==> src/rtl/spi_port_defs.svh <==
// register addresses, field positions, reset values and timing counts of the serial port
// assumes inclusion by its bare name from the package and the design file
`ifndef SPI_PORT_DEFS_SVH
`define SPI_PORT_DEFS_SVH

// ***********************************************
// register addresses
// ***********************************************
`define SPI_ADDR_CONFIG 8'h9a
`define SPI_ADDR_DATA 8'h9b
`define SPI_ADDR_DIVIDER 8'h9d

// ***********************************************
// field positions of serial_port_config
// ***********************************************
`define SPI_CFG_PHASE_BIT 7
`define SPI_CFG_POLARITY_BIT 6
`define SPI_CFG_COUNT_HI 5
`define SPI_CFG_COUNT_LO 3
`define SPI_CFG_FRAME_HI 2
`define SPI_CFG_FRAME_LO 0

// ***********************************************
// reset values
// ***********************************************
`define SPI_CONFIG_RESET 8'h07
`define SPI_DATA_RESET 8'h00
`define SPI_DIVIDER_RESET 8'h00

// ***********************************************
// timing
// ***********************************************
// system clock period in ns, and fewest clock cycles per serial clock half period
`define SPI_SYSTEM_CLOCK_PERIOD_NS 100
`define SPI_MIN_HALF_PERIOD_CYCLES 1
// frame length that a slave always uses
`define SPI_SLAVE_FRAME_BITS 4'h8

`endif

==> src/rtl/spi_port_pkg.sv <==
// types shared by the serial peripheral port
// assumes the constants header is on the include path
package spi_port_pkg;

	`include "spi_port_defs.svh"

	// software visible configuration fields
	typedef struct packed {
		logic clock_phase_sel;
		logic clock_polarity_sel;
		logic [2:0] frame_length_sel;
	} port_cfg_s;

	// master transfer engine
	typedef enum logic [0:0] {
		ST_IDLE,
		ST_RUN
	} master_state_e;

endpackage

==> src/rtl/spi_port.sv <==
// serial peripheral port: master or slave, one to eight bit frames, receive fifo
// assumes all pins and the register strobes are synchronous to CLK_IN
//
// Notes on behaviour
// - runs as clock driving master or slave
// - only the selected slave exchanges data
// - foreign select during master use flags collision
// - master bit rate at most half system clock
// - slave receives at up to half clock
// - phase bit picks first or second sampling edge
// - polarity bit sets serial clock idle level
// - read only counter shows bits transmitted
// - master frame length is field plus one
// - slave ignores the frame length field
// - master clock is half clock over divider+1
// - data write when not busy loads shifter, master starts transfer if the foreign select is high and the fifo has room
// - data read returns the receive buffer
// - config resets to 07, others to zero
`timescale 1ns/1ps

`include "spi_port_defs.svh"

// ***********************************************
// receive fifo
// ***********************************************
module spi_rx_fifo #(
	parameter int WIDTH = 8,
	parameter int DEPTH = 8
) (
	// clock and reset
	input wire logic clk,
	input wire logic nrst,
	// filling side
	input wire logic in_valid,
	output logic in_ready,
	input wire logic [WIDTH-1:0] in_data,
	// draining side
	output logic out_valid,
	input wire logic out_ready,
	output logic [WIDTH-1:0] out_data
);
	localparam int AW = (DEPTH > 1) ? $clog2(DEPTH) : 1;
	localparam logic [AW:0] FULL_COUNT = (AW+1)'(DEPTH);
	localparam logic [AW-1:0] LAST_INDEX = AW'(DEPTH - 1);

	logic [WIDTH-1:0] mem_q [DEPTH];
	logic [AW-1:0] wr_q;
	logic [AW-1:0] rd_q;
	logic [AW:0] count_q;
	logic push;
	logic pop;

	assign in_ready = (count_q != FULL_COUNT);
	assign out_valid = (count_q != '0);
	assign out_data = mem_q[rd_q];
	assign push = in_valid & in_ready;
	assign pop = out_valid & out_ready;

	always_ff @(posedge clk) begin
		if (push) begin
			mem_q[wr_q] <= in_data;
		end
	end

	always_ff @(posedge clk or negedge nrst) begin
		if (!nrst) begin
			wr_q <= '0;
			rd_q <= '0;
			count_q <= '0;
		end else begin
			if (push) begin
				wr_q <= (wr_q == LAST_INDEX) ? '0 : wr_q + 1'b1;
			end
			if (pop) begin
				rd_q <= (rd_q == LAST_INDEX) ? '0 : rd_q + 1'b1;
			end
			if (push && !pop) begin
				count_q <= count_q + 1'b1;
			end else if (pop && !push) begin
				count_q <= count_q - 1'b1;
			end
		end
	end
endmodule

// ***********************************************
// port top
// ***********************************************
module spi_port
	import spi_port_pkg::*;
#(
	parameter int FIFO_DEPTH = 8
) (
	// clock and reset
	input wire logic CLK_IN,
	input wire logic NRST_IN,
	// mode control
	input wire logic ENABLE_IN,
	input wire logic MASTER_MODE_IN,
	// special function register port
	input wire logic [7:0] SFR_ADDR_IN,
	input wire logic SFR_WR_IN,
	input wire logic SFR_RD_IN,
	input wire logic [7:0] SFR_WDATA_IN,
	output logic [7:0] SFR_RDATA_OUT,
	// status flags
	output logic BUSY_OUT,
	output logic DONE_OUT,
	input wire logic DONE_CLR_IN,
	output logic COLLISION_OUT,
	input wire logic COLLISION_CLR_IN,
	// received word stream
	output logic RX_VALID_OUT,
	input wire logic RX_READY_IN,
	output logic [7:0] RX_DATA_OUT,
	// serial pins
	input wire logic SCK_IN,
	output logic SCK_OUT,
	output logic SCK_OE_OUT,
	input wire logic MOSI_IN,
	output logic MOSI_OUT,
	output logic MOSI_OE_OUT,
	input wire logic MISO_IN,
	output logic MISO_OUT,
	output logic MISO_OE_OUT,
	input wire logic SLAVE_SELECT_N_IN,
	output logic SLAVE_SELECT_N_OUT
);
	localparam logic [3:0] SLAVE_BITS = `SPI_SLAVE_FRAME_BITS;
	localparam logic [7:0] CFG_RESET = `SPI_CONFIG_RESET;

	port_cfg_s cfg_q;
	logic [7:0] clock_divide_value_q;
	logic [7:0] shift_q;
	logic [7:0] rx_buf_q;
	logic [7:0] rdata_q;
	logic [2:0] bit_progress_count_q;
	logic [7:0] div_cnt_q;
	logic sclk_q;
	logic in_bit_q;
	logic out_q;
	logic sck_prev_q;
	logic done_q;
	logic collision_q;
	master_state_e state_q;

	logic is_master;
	logic selected;
	logic tick;
	logic lead_ev;
	logic trail_ev;
	logic ser_in;
	logic shift_in_bit;
	logic [3:0] frame_bits;
	logic last_bit;
	logic frame_end;
	logic busy;
	logic data_wr;
	logic start;
	logic clash;
	logic fifo_ready;

	assign is_master = ENABLE_IN & MASTER_MODE_IN;
	// only a slave whose select is low takes part
	assign selected = ENABLE_IN & ~MASTER_MODE_IN & ~SLAVE_SELECT_N_IN;
	assign clash = is_master & ~SLAVE_SELECT_N_IN;
	assign data_wr = SFR_WR_IN & (SFR_ADDR_IN == `SPI_ADDR_DATA);
	assign busy = (state_q == ST_RUN) | (selected & (bit_progress_count_q != 3'h0));
	// a full fifo holds back the next master transfer
	assign start = data_wr & is_master & ~busy & ~clash & fifo_ready;

	// ***********************************************
	// master clock divider
	// ***********************************************
	// a tick every divider+1 cycles, one serial clock half period each
	assign tick = (state_q == ST_RUN) & (div_cnt_q == clock_divide_value_q);

	always_ff @(posedge CLK_IN or negedge NRST_IN) begin
		if (!NRST_IN) begin
			div_cnt_q <= 8'h00;
		end else if (start || tick) begin
			div_cnt_q <= 8'h00;
		end else if (state_q == ST_RUN) begin
			div_cnt_q <= div_cnt_q + 8'h01;
		end
	end

	// ***********************************************
	// edge events
	// ***********************************************
	// slave edges come from the sampled pin, so one cycle per level is enough to receive
	always_comb begin
		lead_ev = 1'b0;
		trail_ev = 1'b0;
		if (is_master) begin
			lead_ev = tick & ~sclk_q;
			trail_ev = tick & sclk_q;
		end else if (selected) begin
			lead_ev = (SCK_IN != cfg_q.clock_polarity_sel) & (sck_prev_q == cfg_q.clock_polarity_sel);
			trail_ev = (SCK_IN == cfg_q.clock_polarity_sel) & (sck_prev_q != cfg_q.clock_polarity_sel);
		end
	end

	assign ser_in = is_master ? MISO_IN : MOSI_IN;
	// phase 0 samples on the leading edge, phase 1 on the trailing edge
	assign shift_in_bit = cfg_q.clock_phase_sel ? ser_in : in_bit_q;
	assign frame_bits = is_master ? {1'b0, cfg_q.frame_length_sel} + 4'h1 : SLAVE_BITS;
	assign last_bit = ({1'b0, bit_progress_count_q} == (frame_bits - 4'h1));
	assign frame_end = trail_ev & last_bit;

	always_ff @(posedge CLK_IN or negedge NRST_IN) begin
		if (!NRST_IN) begin
			sck_prev_q <= 1'b0;
		end else begin
			sck_prev_q <= SCK_IN;
		end
	end

	// ***********************************************
	// master state
	// ***********************************************
	always_ff @(posedge CLK_IN or negedge NRST_IN) begin
		if (!NRST_IN) begin
			state_q <= ST_IDLE;
		end else begin
			case (state_q)
				ST_IDLE: begin
					if (start) begin
						state_q <= ST_RUN;
					end
				end
				ST_RUN: begin
					if (clash || !is_master || frame_end) begin
						state_q <= ST_IDLE;
					end
				end
				default: begin
					state_q <= ST_IDLE;
				end
			endcase
		end
	end

	always_ff @(posedge CLK_IN or negedge NRST_IN) begin
		if (!NRST_IN) begin
			sclk_q <= 1'b0;
		end else if (state_q != ST_RUN || clash) begin
			sclk_q <= 1'b0;
		end else if (tick) begin
			sclk_q <= ~sclk_q;
		end
	end

	// ***********************************************
	// shifter and bit counter
	// ***********************************************
	always_ff @(posedge CLK_IN or negedge NRST_IN) begin
		if (!NRST_IN) begin
			shift_q <= `SPI_DATA_RESET;
		end else if (data_wr && !busy) begin
			shift_q <= SFR_WDATA_IN;
		end else if (trail_ev) begin
			shift_q <= {shift_q[6:0], shift_in_bit};
		end
	end

	always_ff @(posedge CLK_IN or negedge NRST_IN) begin
		if (!NRST_IN) begin
			in_bit_q <= 1'b0;
		end else if (lead_ev) begin
			in_bit_q <= ser_in;
		end
	end

	always_ff @(posedge CLK_IN or negedge NRST_IN) begin
		if (!NRST_IN) begin
			bit_progress_count_q <= 3'h0;
		end else if (start || frame_end || (!is_master && !selected) || (state_q == ST_RUN && clash)) begin
			bit_progress_count_q <= 3'h0;
		end else if (trail_ev) begin
			bit_progress_count_q <= bit_progress_count_q + 3'h1;
		end
	end

	// outgoing bit changes on the edge opposite the sampling one
	always_ff @(posedge CLK_IN or negedge NRST_IN) begin
		if (!NRST_IN) begin
			out_q <= 1'b0;
		end else if (start) begin
			out_q <= SFR_WDATA_IN[7];
		end else if (!is_master && !selected) begin
			out_q <= shift_q[7];
		end else if (cfg_q.clock_phase_sel ? lead_ev : trail_ev) begin
			out_q <= cfg_q.clock_phase_sel ? shift_q[7] : shift_q[6];
		end
	end

	// ***********************************************
	// receive buffer, fifo and flags
	// ***********************************************
	always_ff @(posedge CLK_IN or negedge NRST_IN) begin
		if (!NRST_IN) begin
			rx_buf_q <= `SPI_DATA_RESET;
		end else if (frame_end) begin
			rx_buf_q <= {shift_q[6:0], shift_in_bit};
		end
	end

	// a slave word that meets a full fifo is kept only in the receive buffer
	spi_rx_fifo #(
		.WIDTH(8),
		.DEPTH(FIFO_DEPTH)
	) u_rx_fifo (
		.clk(CLK_IN),
		.nrst(NRST_IN),
		.in_valid(frame_end),
		.in_ready(fifo_ready),
		.in_data({shift_q[6:0], shift_in_bit}),
		.out_valid(RX_VALID_OUT),
		.out_ready(RX_READY_IN),
		.out_data(RX_DATA_OUT)
	);

	// set wins over a clear in the same cycle
	always_ff @(posedge CLK_IN or negedge NRST_IN) begin
		if (!NRST_IN) begin
			done_q <= 1'b0;
		end else if (frame_end) begin
			done_q <= 1'b1;
		end else if (DONE_CLR_IN) begin
			done_q <= 1'b0;
		end
	end

	always_ff @(posedge CLK_IN or negedge NRST_IN) begin
		if (!NRST_IN) begin
			collision_q <= 1'b0;
		end else if ((state_q == ST_RUN || data_wr) && clash) begin
			collision_q <= 1'b1;
		end else if (COLLISION_CLR_IN) begin
			collision_q <= 1'b0;
		end
	end

	// ***********************************************
	// register port
	// ***********************************************
	always_ff @(posedge CLK_IN or negedge NRST_IN) begin
		if (!NRST_IN) begin
			cfg_q <= port_cfg_s'({CFG_RESET[7:6], CFG_RESET[2:0]});
			clock_divide_value_q <= `SPI_DIVIDER_RESET;
		end else if (SFR_WR_IN) begin
			if (SFR_ADDR_IN == `SPI_ADDR_CONFIG) begin
				cfg_q.clock_phase_sel <= SFR_WDATA_IN[`SPI_CFG_PHASE_BIT];
				cfg_q.clock_polarity_sel <= SFR_WDATA_IN[`SPI_CFG_POLARITY_BIT];
				cfg_q.frame_length_sel <= SFR_WDATA_IN[`SPI_CFG_FRAME_HI:`SPI_CFG_FRAME_LO];
			end
			if (SFR_ADDR_IN == `SPI_ADDR_DIVIDER) begin
				clock_divide_value_q <= SFR_WDATA_IN;
			end
		end
	end

	always_ff @(posedge CLK_IN or negedge NRST_IN) begin
		if (!NRST_IN) begin
			rdata_q <= 8'h00;
		end else if (SFR_RD_IN) begin
			case (SFR_ADDR_IN)
				`SPI_ADDR_CONFIG: rdata_q <= {cfg_q.clock_phase_sel, cfg_q.clock_polarity_sel,
					bit_progress_count_q, cfg_q.frame_length_sel};
				`SPI_ADDR_DATA: rdata_q <= rx_buf_q;
				`SPI_ADDR_DIVIDER: rdata_q <= clock_divide_value_q;
				default: rdata_q <= 8'h00;
			endcase
		end
	end

	// ***********************************************
	// outputs
	// ***********************************************
	assign SFR_RDATA_OUT = rdata_q;
	assign BUSY_OUT = busy;
	assign DONE_OUT = done_q;
	assign COLLISION_OUT = collision_q;
	assign SCK_OUT = sclk_q ^ cfg_q.clock_polarity_sel;
	assign SCK_OE_OUT = is_master & ~clash;
	assign MOSI_OUT = out_q;
	assign MOSI_OE_OUT = is_master & ~clash;
	assign MISO_OUT = out_q;
	assign MISO_OE_OUT = selected;
	assign SLAVE_SELECT_N_OUT = ~(state_q == ST_RUN);
endmodule

==> config.mk <==
export PLATFORM = sky130hd
export DESIGN_NAME = spi_port
export DESIGN_NICKNAME = d
export VERILOG_FILES = /design/src/rtl/spi_port_pkg.sv /design/src/rtl/spi_port.sv
export VERILOG_INCLUDE_DIRS = /design/src /design/src/rtl
export SDC_FILE = /design/constraint.sdc
export NUM_CORES = 1
export LEC_CHECK = 0
export BUFFER_PORTS_ARGS = -buffer_cell sky130_fd_sc_hd__buf_4
export CAP_MARGIN = 30
export CORE_MARGIN = 2
export CORE_UTILIZATION = 40
export CTS_CLUSTER_DIAMETER = 120
export DETAILED_ROUTE_END_ITERATION = 8
export SLEW_MARGIN = 20
export SYNTH_ARGS = -nofsm -noshare
export SYNTH_HDL_FRONTEND = slang
export SYNTH_SLANG_ARGS = --single-unit
==> constraint.sdc <==
create_clock -name CLK_IN -period 7 [get_ports CLK_IN]
set_input_delay 1.05 -clock CLK_IN [delete_from_list [all_inputs] [get_ports CLK_IN]]
set_output_delay 1.05 -clock CLK_IN [all_outputs]
set_load 0.01 [all_outputs]
==> impl.org, run 1 <==
** STA
- Final worst path period share :: 60.0%
- Least-Margin Pin Slew :: 0.841 ns
- Fin Clk Skew :: roughly 0.0094 ns
- The final number of max-transition violations is 0.
- Setup violations remaining at the end of the flow were counted as 0.
- Final critical delay including setup and external delays :: 4.20 ns
- Based on the critical path, the design can be clocked at up to around 240 MHz.
- Hold Fails Final Rpt :: 0
- Setup repair after global routing left no endpoint under its margin.
- In the final timing run, aggregate negative setup slack is 0 ns.
- Max-slew headroom :: around 44%

** Synth
- Portion of the post-synthesis area used by sequential elements :: 60.2%
- Simple-gate share of the synthesized area :: 9.86%
- Multiplexer share of the synthesized area :: between 10% and 20%
- The number of different library cells used by synthesis comes to slightly below 60.
- Cell area after technology mapping :: 5900 µm²
- Area share of fa/ha/maj cells after synthesis :: 2.88%
- sky130_fd_sc_hd__edfxtp_1 takes more of the synthesized area than any other cell.
- Share of the synthesized area in compound gates (AO/OA/AOI/OAI) :: 6.15%
- Cells after synthesis :: 414
- The share of synthesized area in the top cell type comes to 32.6%.
- Top flip-flop cell by instance count after synthesis :: sky130_fd_sc_hd__edfxtp_1
- When the netlist entered floorplanning its net count stood at ~460.
- Number of synthesized flops with an enable pin :: 64
- Syn. warnings :: 0
- A synthesized cell averages ~14 µm².
- XOR/XNOR Fraction of Synth Area :: 3.71%
- After synthesis, the cell types taking the most area are sky130_fd_sc_hd__edfxtp_1 33%, sky130_fd_sc_hd__dfrtp_1 26%, sky130_fd_sc_hd__mux2_2 6.5%.
- After synthesis the netlist holds a flip-flop and latch count of 129.
- Async SR Flop Fraction :: 50.4%
- Dominant combinational cell family by area after synthesis :: multiplexers

** Power
- Power density over the cells :: approximately 320 nW/µm²
- The worst-case IR drop observed on VDD is 167 µV.
- In this run the static leakage power is 2.87 nW.

** Placement
- Number of buffers inserted by port buffering :: 55
- RePlAce Congestion :: 0.797
- Once placement finished, the instance area stood at 6470 µm².
- HPWL after detailed placement :: 8430 µm

** GRT
- Global-route met1 utilization :: 21.8%
- Global routing used 5.09% of the available met3 tracks.
- The number of global-route vias before repair was ~3600.
- Largest net degree at the start of global routing :: 66
- The total overflow left after global routing is 0.
- Global routing used 16.6% of the available tracks across all layers.
- The first global-routing pass estimated 19900 µm of wire.
- Met2 routing resource usage after global routing :: about a quarter
- The global routing stage identified its most utilized layer as met2.
- The number of antenna violations at the first check in global routing was 0.

** Hold path
- Min-delay src :: rx_buf_q[1]
- Hold path endpoint :: rx_buf_q[1]
- Counting instances, the worst hold path has a depth of 1.
- In this run the worst hold path is classified as register to register.

** Drt
- Total vias in the final route :: ~3600
- Antenna Violating Nets Remaining :: 0
- The detailed router finished its first iteration with about 280 violations.
- The pre-antenna-repair detailed-routing pass consisted of 7 iterations.
- Post-DR vias/cell :: 5.36
- Routed wire length :: 12300 µm
- DRC violation count after routing :: 0
- In the final routed layout, each cell accounts on average for 18.4 µm.

** Clock tree
- Maximum root-to-sink buffer count :: 2
- Clock slew seen by the registers of the worst setup and hold paths :: 0.06 ns
- Number of H-tree branching levels :: 4
- Counting the buffers created by CTS gives 17.
- Clock latency of the later-clocked register in the worst-skew pair :: ~0.42 ns
- Post-cts gate resize count :: 0
- Number of hold buffers added after CTS :: 0
- Post-CTS setup-driven buffer insertion count :: 0
- Number of sinks handled by clock tree synthesis :: between 100 and 150
- Clock tree from TritonCTS :: done
- The tree is rooted in a sky130_fd_sc_hd__clkbuf_16.

** Cells and area
- Antenna fix cells :: 0
- Share of final-layout standard cells stronger than drive strength 1 :: 31.0%
- Relative to the synthesized area, the layout overhead comes to 19.8%.
- Layout fillers :: 1251
- Footprint of the multi-input gates :: 2210 µm²
- Design Area, Final :: roughly 7100 µm²
- Core Util, Final :: 48.8%
- Summing all flip-flop and latch instances after layout gives between 3000 and 4000 µm².
- For this run, the post-layout net count is 516.

** Status
- Status :: finished clean

** Setup path
- The number of cells on the worst reg-to-reg path is 15.
- Worst Path Buf+Inv :: 2
- In this run the worst path has a maximum fanout of 12.
- Arrival @ worst endpoint :: 4.50 ns
- The worst setup path is launched from an input port.
- The kind of cell with the highest combined delay along the critical path is compound AO/OA/AOI/OAI gates.
- Type of destination of the critical path :: register
- On the critical path, the stage with the largest delay is an instance of sky130_fd_sc_hd__a21oi_2.
- In this run the critical register-to-register path is captured at u_rx_fifo.count_q[3].
- For this run, the slowest stage of the critical path takes 0.47 ns.
- Among the stages of the critical path, the cell type that occurs most often is sky130_fd_sc_hd__ha_1.
- In this run the critical register-to-register path is launched from cfg_q[0].
- At the worst endpoint, the required time is 7.29 ns.
- Critical path class :: input port to register
- The setup check on the worst reg-to-reg path leaves a slack of 3.09 ns.
- Traced cell by cell, the critical path runs through buf_4 -> and2_1 -> nand2b_1 -> ha_1 -> xnor2_1 -> a21oi_1 -> nor4bb_1 -> o211ai_2 -> a21oi_2 -> ha_1 -> inv_1 -> ha_1 -> a21o_1 -> a21oi_1 -> xnor2_1 -> nor2_1 -> xor2_1.

** Floorplan
- The die is about 130 µm wide.
- Floorplan die area :: 15700 µm²
- Row Count :: between 40 and 50
- Area of the placeable core :: 14500 µm²
- Number of top-level pins :: 56
- The die is between 100 and 150 µm tall.
- Effective utilization at floorplan :: approximately two fifths

** Job
- Number of violations of the max-capacitance limit :: 0
-- kinds of logic after synthesis --
family,Yosys count
simple gates,102
fa+ha+maj,13
compound gates,51
buf+inv,31
mux,63
flops,129
xor+xnor,25
-- area by class of cell --
type	count	area share, %
Clock buffer	20	6.18
Clock inverter	12	2.23
Inverter	16	0.850
Multi-Input combinational cell	254	31.3
Sequential cell	129	50.3
Tap cell	184	3.26
Timing Repair Buffer	56	5.91
-- synth_stat cells, types with 11 or more instances --
master                     instances
sky130_fd_sc_hd__a21oi_1          13
sky130_fd_sc_hd__dfrtp_1          62
sky130_fd_sc_hd__edfxtp_1         64
sky130_fd_sc_hd__ha_1             12
sky130_fd_sc_hd__inv_1            16
sky130_fd_sc_hd__mux2_2           34
sky130_fd_sc_hd__mux2i_1          11
sky130_fd_sc_hd__mux4_2           16
sky130_fd_sc_hd__nand2_1          23
sky130_fd_sc_hd__nor2_1           30
sky130_fd_sc_hd__xnor2_1          17
-- layout by cell type, fill, tap and decap left out, types with 2 or more instances in the layout --
cell,count
sky130_fd_sc_hd__clkinvlp_4,2
sky130_fd_sc_hd__nand3b_1,4
sky130_fd_sc_hd__a21oi_2,2
sky130_fd_sc_hd__xor2_1,8
sky130_fd_sc_hd__dfstp_2,3
sky130_fd_sc_hd__nor3_1,3
sky130_fd_sc_hd__ha_1,12
sky130_fd_sc_hd__mux2_2,34
sky130_fd_sc_hd__edfxtp_1,64
sky130_fd_sc_hd__bufinv_16,3
sky130_fd_sc_hd__nand3_1,5
sky130_fd_sc_hd__mux2i_1,11
sky130_fd_sc_hd__nand2_1,23
sky130_fd_sc_hd__nand2b_1,8
sky130_fd_sc_hd__a21oi_1,13
sky130_fd_sc_hd__clkbuf_1,3
sky130_fd_sc_hd__nand4_1,5
sky130_fd_sc_hd__buf_4,55
sky130_fd_sc_hd__and4b_1,3
sky130_fd_sc_hd__xnor2_1,17
sky130_fd_sc_hd__o22ai_1,8
sky130_fd_sc_hd__a31oi_1,2
sky130_fd_sc_hd__o21ai_0,7
sky130_fd_sc_hd__dfrtp_1,61
sky130_fd_sc_hd__inv_1,16
sky130_fd_sc_hd__clkbuf_16,17
sky130_fd_sc_hd__inv_6,2
sky130_fd_sc_hd__clkinv_4,3
sky130_fd_sc_hd__a21o_1,2
sky130_fd_sc_hd__and4_1,2
sky130_fd_sc_hd__and2_1,2
sky130_fd_sc_hd__nor2_1,30
sky130_fd_sc_hd__a222oi_1,8
sky130_fd_sc_hd__nor4bb_1,2
sky130_fd_sc_hd__mux4_2,16
-- routing by layer --
metal / up-vias / share of wire, % / routed length, µm
met5: - / 0 / 0
met4: 0 / 1.9 / 230
met3: 12 / 4.4 / 537
li1: 1682 / - / -
met1: 1814 / 45 / 5500
met2: 87 / 49 / 6050
-- report_power, final --
part           total (W)  internal (W)  switching [W]
clock           0.000882      0.000561       0.000321
sequential      0.000984      0.000861       0.000123
combinational   0.000370      0.000236       0.000134
total            0.00224       0.00166       0.000578
-- through the flow --
step	setup WS (ns)	hold WS [ns]	std cells	power [W]
CTS	2.80	0.510	670	0.00226
global route	2.54	0.520	671	0.00235
finish	2.80	0.514	671	0.00224
detailed placement	2.37	0.498	638	0.00138
global placement	2.54	0.494	638	0.00136
floorplan	3.18	0.478	414	0.00122
-- state kept, by name, summed over array words and instances, names as in the netlist --
register	flops
u_rx_fifo.mem_q	64
SFR_RDATA_OUT	8
clock_divide_value_q	8
div_cnt_q	8
rx_buf_q	8
shift_q	8
cfg_q	5
u_rx_fifo.count_q	4
bit_progress_count_q	3
u_rx_fifo.rd_q	3
u_rx_fifo.wr_q	3
COLLISION_OUT	1
DONE_OUT	1
MISO_OUT	1
in_bit_q	1
sck_prev_q	1
sclk_q	1
state_q	1
-- how the worst max path moves through the flow --
stage	from	endpoint	slack, ns	cells after the start
6_report	ENABLE_IN	u_rx_fifo.count_q[3]	2.80	17
3_3_place_gp	MASTER_MODE_IN	u_rx_fifo.count_q[3]	2.54	16
3_5_place_dp	ENABLE_IN	u_rx_fifo.count_q[3]	2.37	17
5_1_grt	ENABLE_IN	u_rx_fifo.count_q[3]	2.54	17
4_1_cts	ENABLE_IN	u_rx_fifo.count_q[3]	2.80	17
2_1_floorplan	ENABLE_IN	u_rx_fifo.count_q[3]	3.18	17
Power figures use the tool's default switching activity.
==> run 2, diff against run 1 <==
- clock period: 7 -> 4.4 ns (I/O delays scaled with it)
==> run 2 against run 1 <==
Against the previous run:
- routed wire length grew 0.17%
- sequential cell count stayed put
- non-clock buffer count up 4
- clock skew fell by 0.00072 ns
- worst hold slack worse by 0.19 ns
- combinational power up 71%
- first-iteration DRC count grew 10%
- critical path type is now register to register
- critical endpoint unchanged
==> impl.org, run 2 (synthesized netlist as in run 1, its figures left out) <==
** Cells and area
- In the final layout, the share of cells above drive strength 1 is approximately a third.
- Top reg by flops :: u_rx_fifo.mem_q
- From synthesis to final layout, the design area changed by 19.7%.
- The register with the most flip-flops in the layout has 64 of them.
- After routing the design area is about 7100 µm².
- The final layout contains 520 nets.
- Antenna fix cells :: 0
- Most common library cell in the layout ignoring fill and taps :: sky130_fd_sc_hd__edfxtp_1
- Commonest cells after routing, fill and taps aside :: 64 x sky130_fd_sc_hd__edfxtp_1, 62 x sky130_fd_sc_hd__dfrtp_1, 59 x sky130_fd_sc_hd__buf_4, 34 x sky130_fd_sc_hd__mux2_2, 30 x sky130_fd_sc_hd__nor2_1

** STA
- At the pin with the least slew margin, the transition time is 0.988 ns.
- RSZ-0062 raised after global routing :: false
- On the final layout, the worst hold slack is around 0.32 ns.
- Final slew viol count :: 0
- The routed design could run at a clock period as short as roughly 3.5 ns.
- Summed over all failing endpoints, the final setup total negative slack is 0 ns.
- Hold Fails Final Rpt :: 0
- For this run, the top clock speed supported by timing is 288 MHz.
- On the final layout, the worst clock skew is 0.00867 ns.
- In the finished design, the share of the clock period the worst path needs comes to 78.9%.
- Headroom to the max-slew limit came out at 33.8%.
- Setup violations remaining at the end of the flow were counted as 0.

** Drt
- Total vias in the final route :: between 3000 and 4000
- Routed wire length :: about 12000 µm
- Wire length per cell after detailed routing :: between 15 and 20 µm
- DRC violation count after routing :: 0
- The count of nets left with antenna violations once routing finished came out at 0.
- Dividing the detail-routed via count by the number of cells gives roughly 5.4.
- Number of DRC violations after detailed-routing iteration 0 :: 304
- Detailed-router iteration count before antenna repair :: 4

** Setup path
- Cell family with most CP delay :: adder cells
- The critical path contains buffers and inverters numbering 2 combined.
- Reg-to-reg setup timing slack :: 0.93 ns
- Measured in cells, the most critical reg-to-reg path has a length of 16.
- In this run the worst path has a maximum fanout of 12.
- The worst setup path is captured at a register.
- Arrival @ worst endpoint :: 3.77 ns
- CP startpoint kind :: register
- WP data required :: around 4.7 ns
- The signal on the critical path passes through ha_1 -> nand2_1 -> ha_1 -> xnor2_1 -> nor4bb_1 -> o211ai_2 -> a21oi_2 -> buf_4 -> ha_1 -> inv_1 -> ha_1 -> a21o_1 -> a21oi_1 -> xnor2_1 -> nor2_1 -> xor2_1.
- CP Launch Point :: cfg_q[0]
- In this run the critical register-to-register path is launched from cfg_q[0].
- The critical path is of the register to register type.
- The most numerous cell type found on the critical path is sky130_fd_sc_hd__ha_1.
- Delay of the slowest critical-path stage :: 0.58 ns
- Cell with the largest stage delay on the worst path :: sky130_fd_sc_hd__dfstp_2
- The worst register-to-register path ends at u_rx_fifo.count_q[3].

** GRT
- The first global-routing pass estimated 19900 µm of wire.
- The number of global-route vias before repair was 3660.
- Total routing usage reported by global routing :: 16.7%
- Summed over all layers, the global routing overflow is 0.
- Largest net degree at the start of global routing :: 66
- The number of antenna violations at the first check in global routing was 0.

** Placement
- The count of buffers added on input and output ports is 55.
- The wire-length estimate of the detail-placed layout is 8400 µm.
- RePlAce Congestion :: just under 0.8
- After detailed placement, the total cell area comes to 6510 µm².

** Power
- In this run the static leakage power is 2.87 nW.
- Fraction of power consumed by the clock network :: 37.3%
- Net switching is 26.8% of the power.
- Internal cell power :: 0.00253 W
- Maximum ir drop on the vdd rail :: 278 µV
- Power density over the cells :: 490 nW/µm²
- Registers are responsible for 44.4% of the overall power.
- Portion of total power attributed to combinational logic :: 18.3%
- The analysis attributes to net switching a power of 0.000925 W.

** Job
- Number of violations of the max-capacitance limit :: 0

** Clock tree
- Post-cts gate resize count :: 0
- Root Buffer Master :: sky130_fd_sc_hd__clkbuf_16
- In this run the post-CTS setup repair buffer count came out at 0.
- After clock tree synthesis, the flow added hold-fix buffers numbering 0.
- TritonCTS built the clock tree.
- Clock buffer count from CTS :: 17
- Maximum root-to-sink buffer count :: 2
- Number of sinks handled by clock tree synthesis :: 129
- Number of H-tree branching levels :: 4
- After clock tree synthesis, the clock-pin slew on the worst setup and hold paths is 0.05 ns.
- At the later pin of the worst-skew pair, clock insertion delay measures 0.41 ns.

** Status
- The flow ran to the end, and the final reports show no timing, DRC or antenna violations.

** Floorplan
- The total area inside the core boundary comes to between 10000 and 15000 µm².
- Effective utilization at floorplan :: 40.8%
- Height of the die :: 125 µm
- Floorplan die area :: around 16000 µm²
- Row Count :: 44
- Number of top-level pins :: 56
- Die X-Extent :: 125 µm

** Hold path
- The worst hold path belongs to the class input port to asynchronous set/reset pin.
## run 2: cell count changes in the layout (fill, tap and decap cells not counted)
cell                         delta
sky130_fd_sc_hd__buf_4          +4
sky130_fd_sc_hd__buf_2          -1
sky130_fd_sc_hd__clkinv_4       -1
sky130_fd_sc_hd__inv_6          -1
sky130_fd_sc_hd__clkinvlp_4     +3
sky130_fd_sc_hd__buf_8          +1
sky130_fd_sc_hd__dfrtp_1        +1
sky130_fd_sc_hd__dfrtp_2        -1
sky130_fd_sc_hd__clkbuf_1       -2
sky130_fd_sc_hd__clkinv_2       +3
sky130_fd_sc_hd__bufinv_16      -2
## run 2: metal layers
| metal | wire length, µm | GRT usage (%) | up-vias | share of wire (%) |
|---|---|---|---|---|
| li1 | - | - | 1681 | - |
| met1 | 5520 | 21.6 | 1831 | 45 |
| met2 | 6120 | 27.0 | 83 | 50 |
| met3 | 485 | 4.32 | 19 | 3.9 |
| met4 | 211 | 6.47 | 0 | 1.7 |
| met5 | 0 | 0 | - | 0 |
## run 2: worst max-delay path by stage
stage / cells past startpoint / to
final: 16 / u_rx_fifo.count_q[3]
after CTS: 16 / u_rx_fifo.count_q[3]
after detailed placement: 18 / u_rx_fifo.count_q[3]
after floorplan: 17 / u_rx_fifo.count_q[3]
after global placement: 17 / u_rx_fifo.count_q[3]
after global routing: 17 / u_rx_fifo.count_q[3]
## run 2: final cells by class
cell class	instances	area [µm²]
inverter	16	60.1
tap	184	230
clock inverter	14	118
clock buffer	18	429
multi-input combinational	254	2210
sequential	129	3550
timing repair buffer	60	458
fill	1272	7420
## run 2: power by group through the flow
| stage | Sequential [W] | Clock, W | Combinational [W] |
|---|---|---|---|
| after detailed placement | 0.00157 | 0 | 0.000646 |
| after floorplan | 0.00146 | 0 | 0.000486 |
| after CTS | 0.00154 | 0.00131 | 0.000648 |
| final | 0.00154 | 0.00129 | 0.000633 |
| after global placement | 0.00158 | 0 | 0.000595 |
| after global routing | 0.00156 | 0.00137 | 0.000701 |
## run 2: through the flow
stage               setup slack [ns]  power, W  utilization (%)  cells
floorplan                      0.973   0.00194                -    414
global placement               0.712   0.00218             44.9    642
detailed placement             0.593   0.00221             45.0    643
CTS                            0.927   0.00350             48.8    675
global route                   0.665   0.00363             48.8    675
finish                         0.927   0.00346             48.8    675
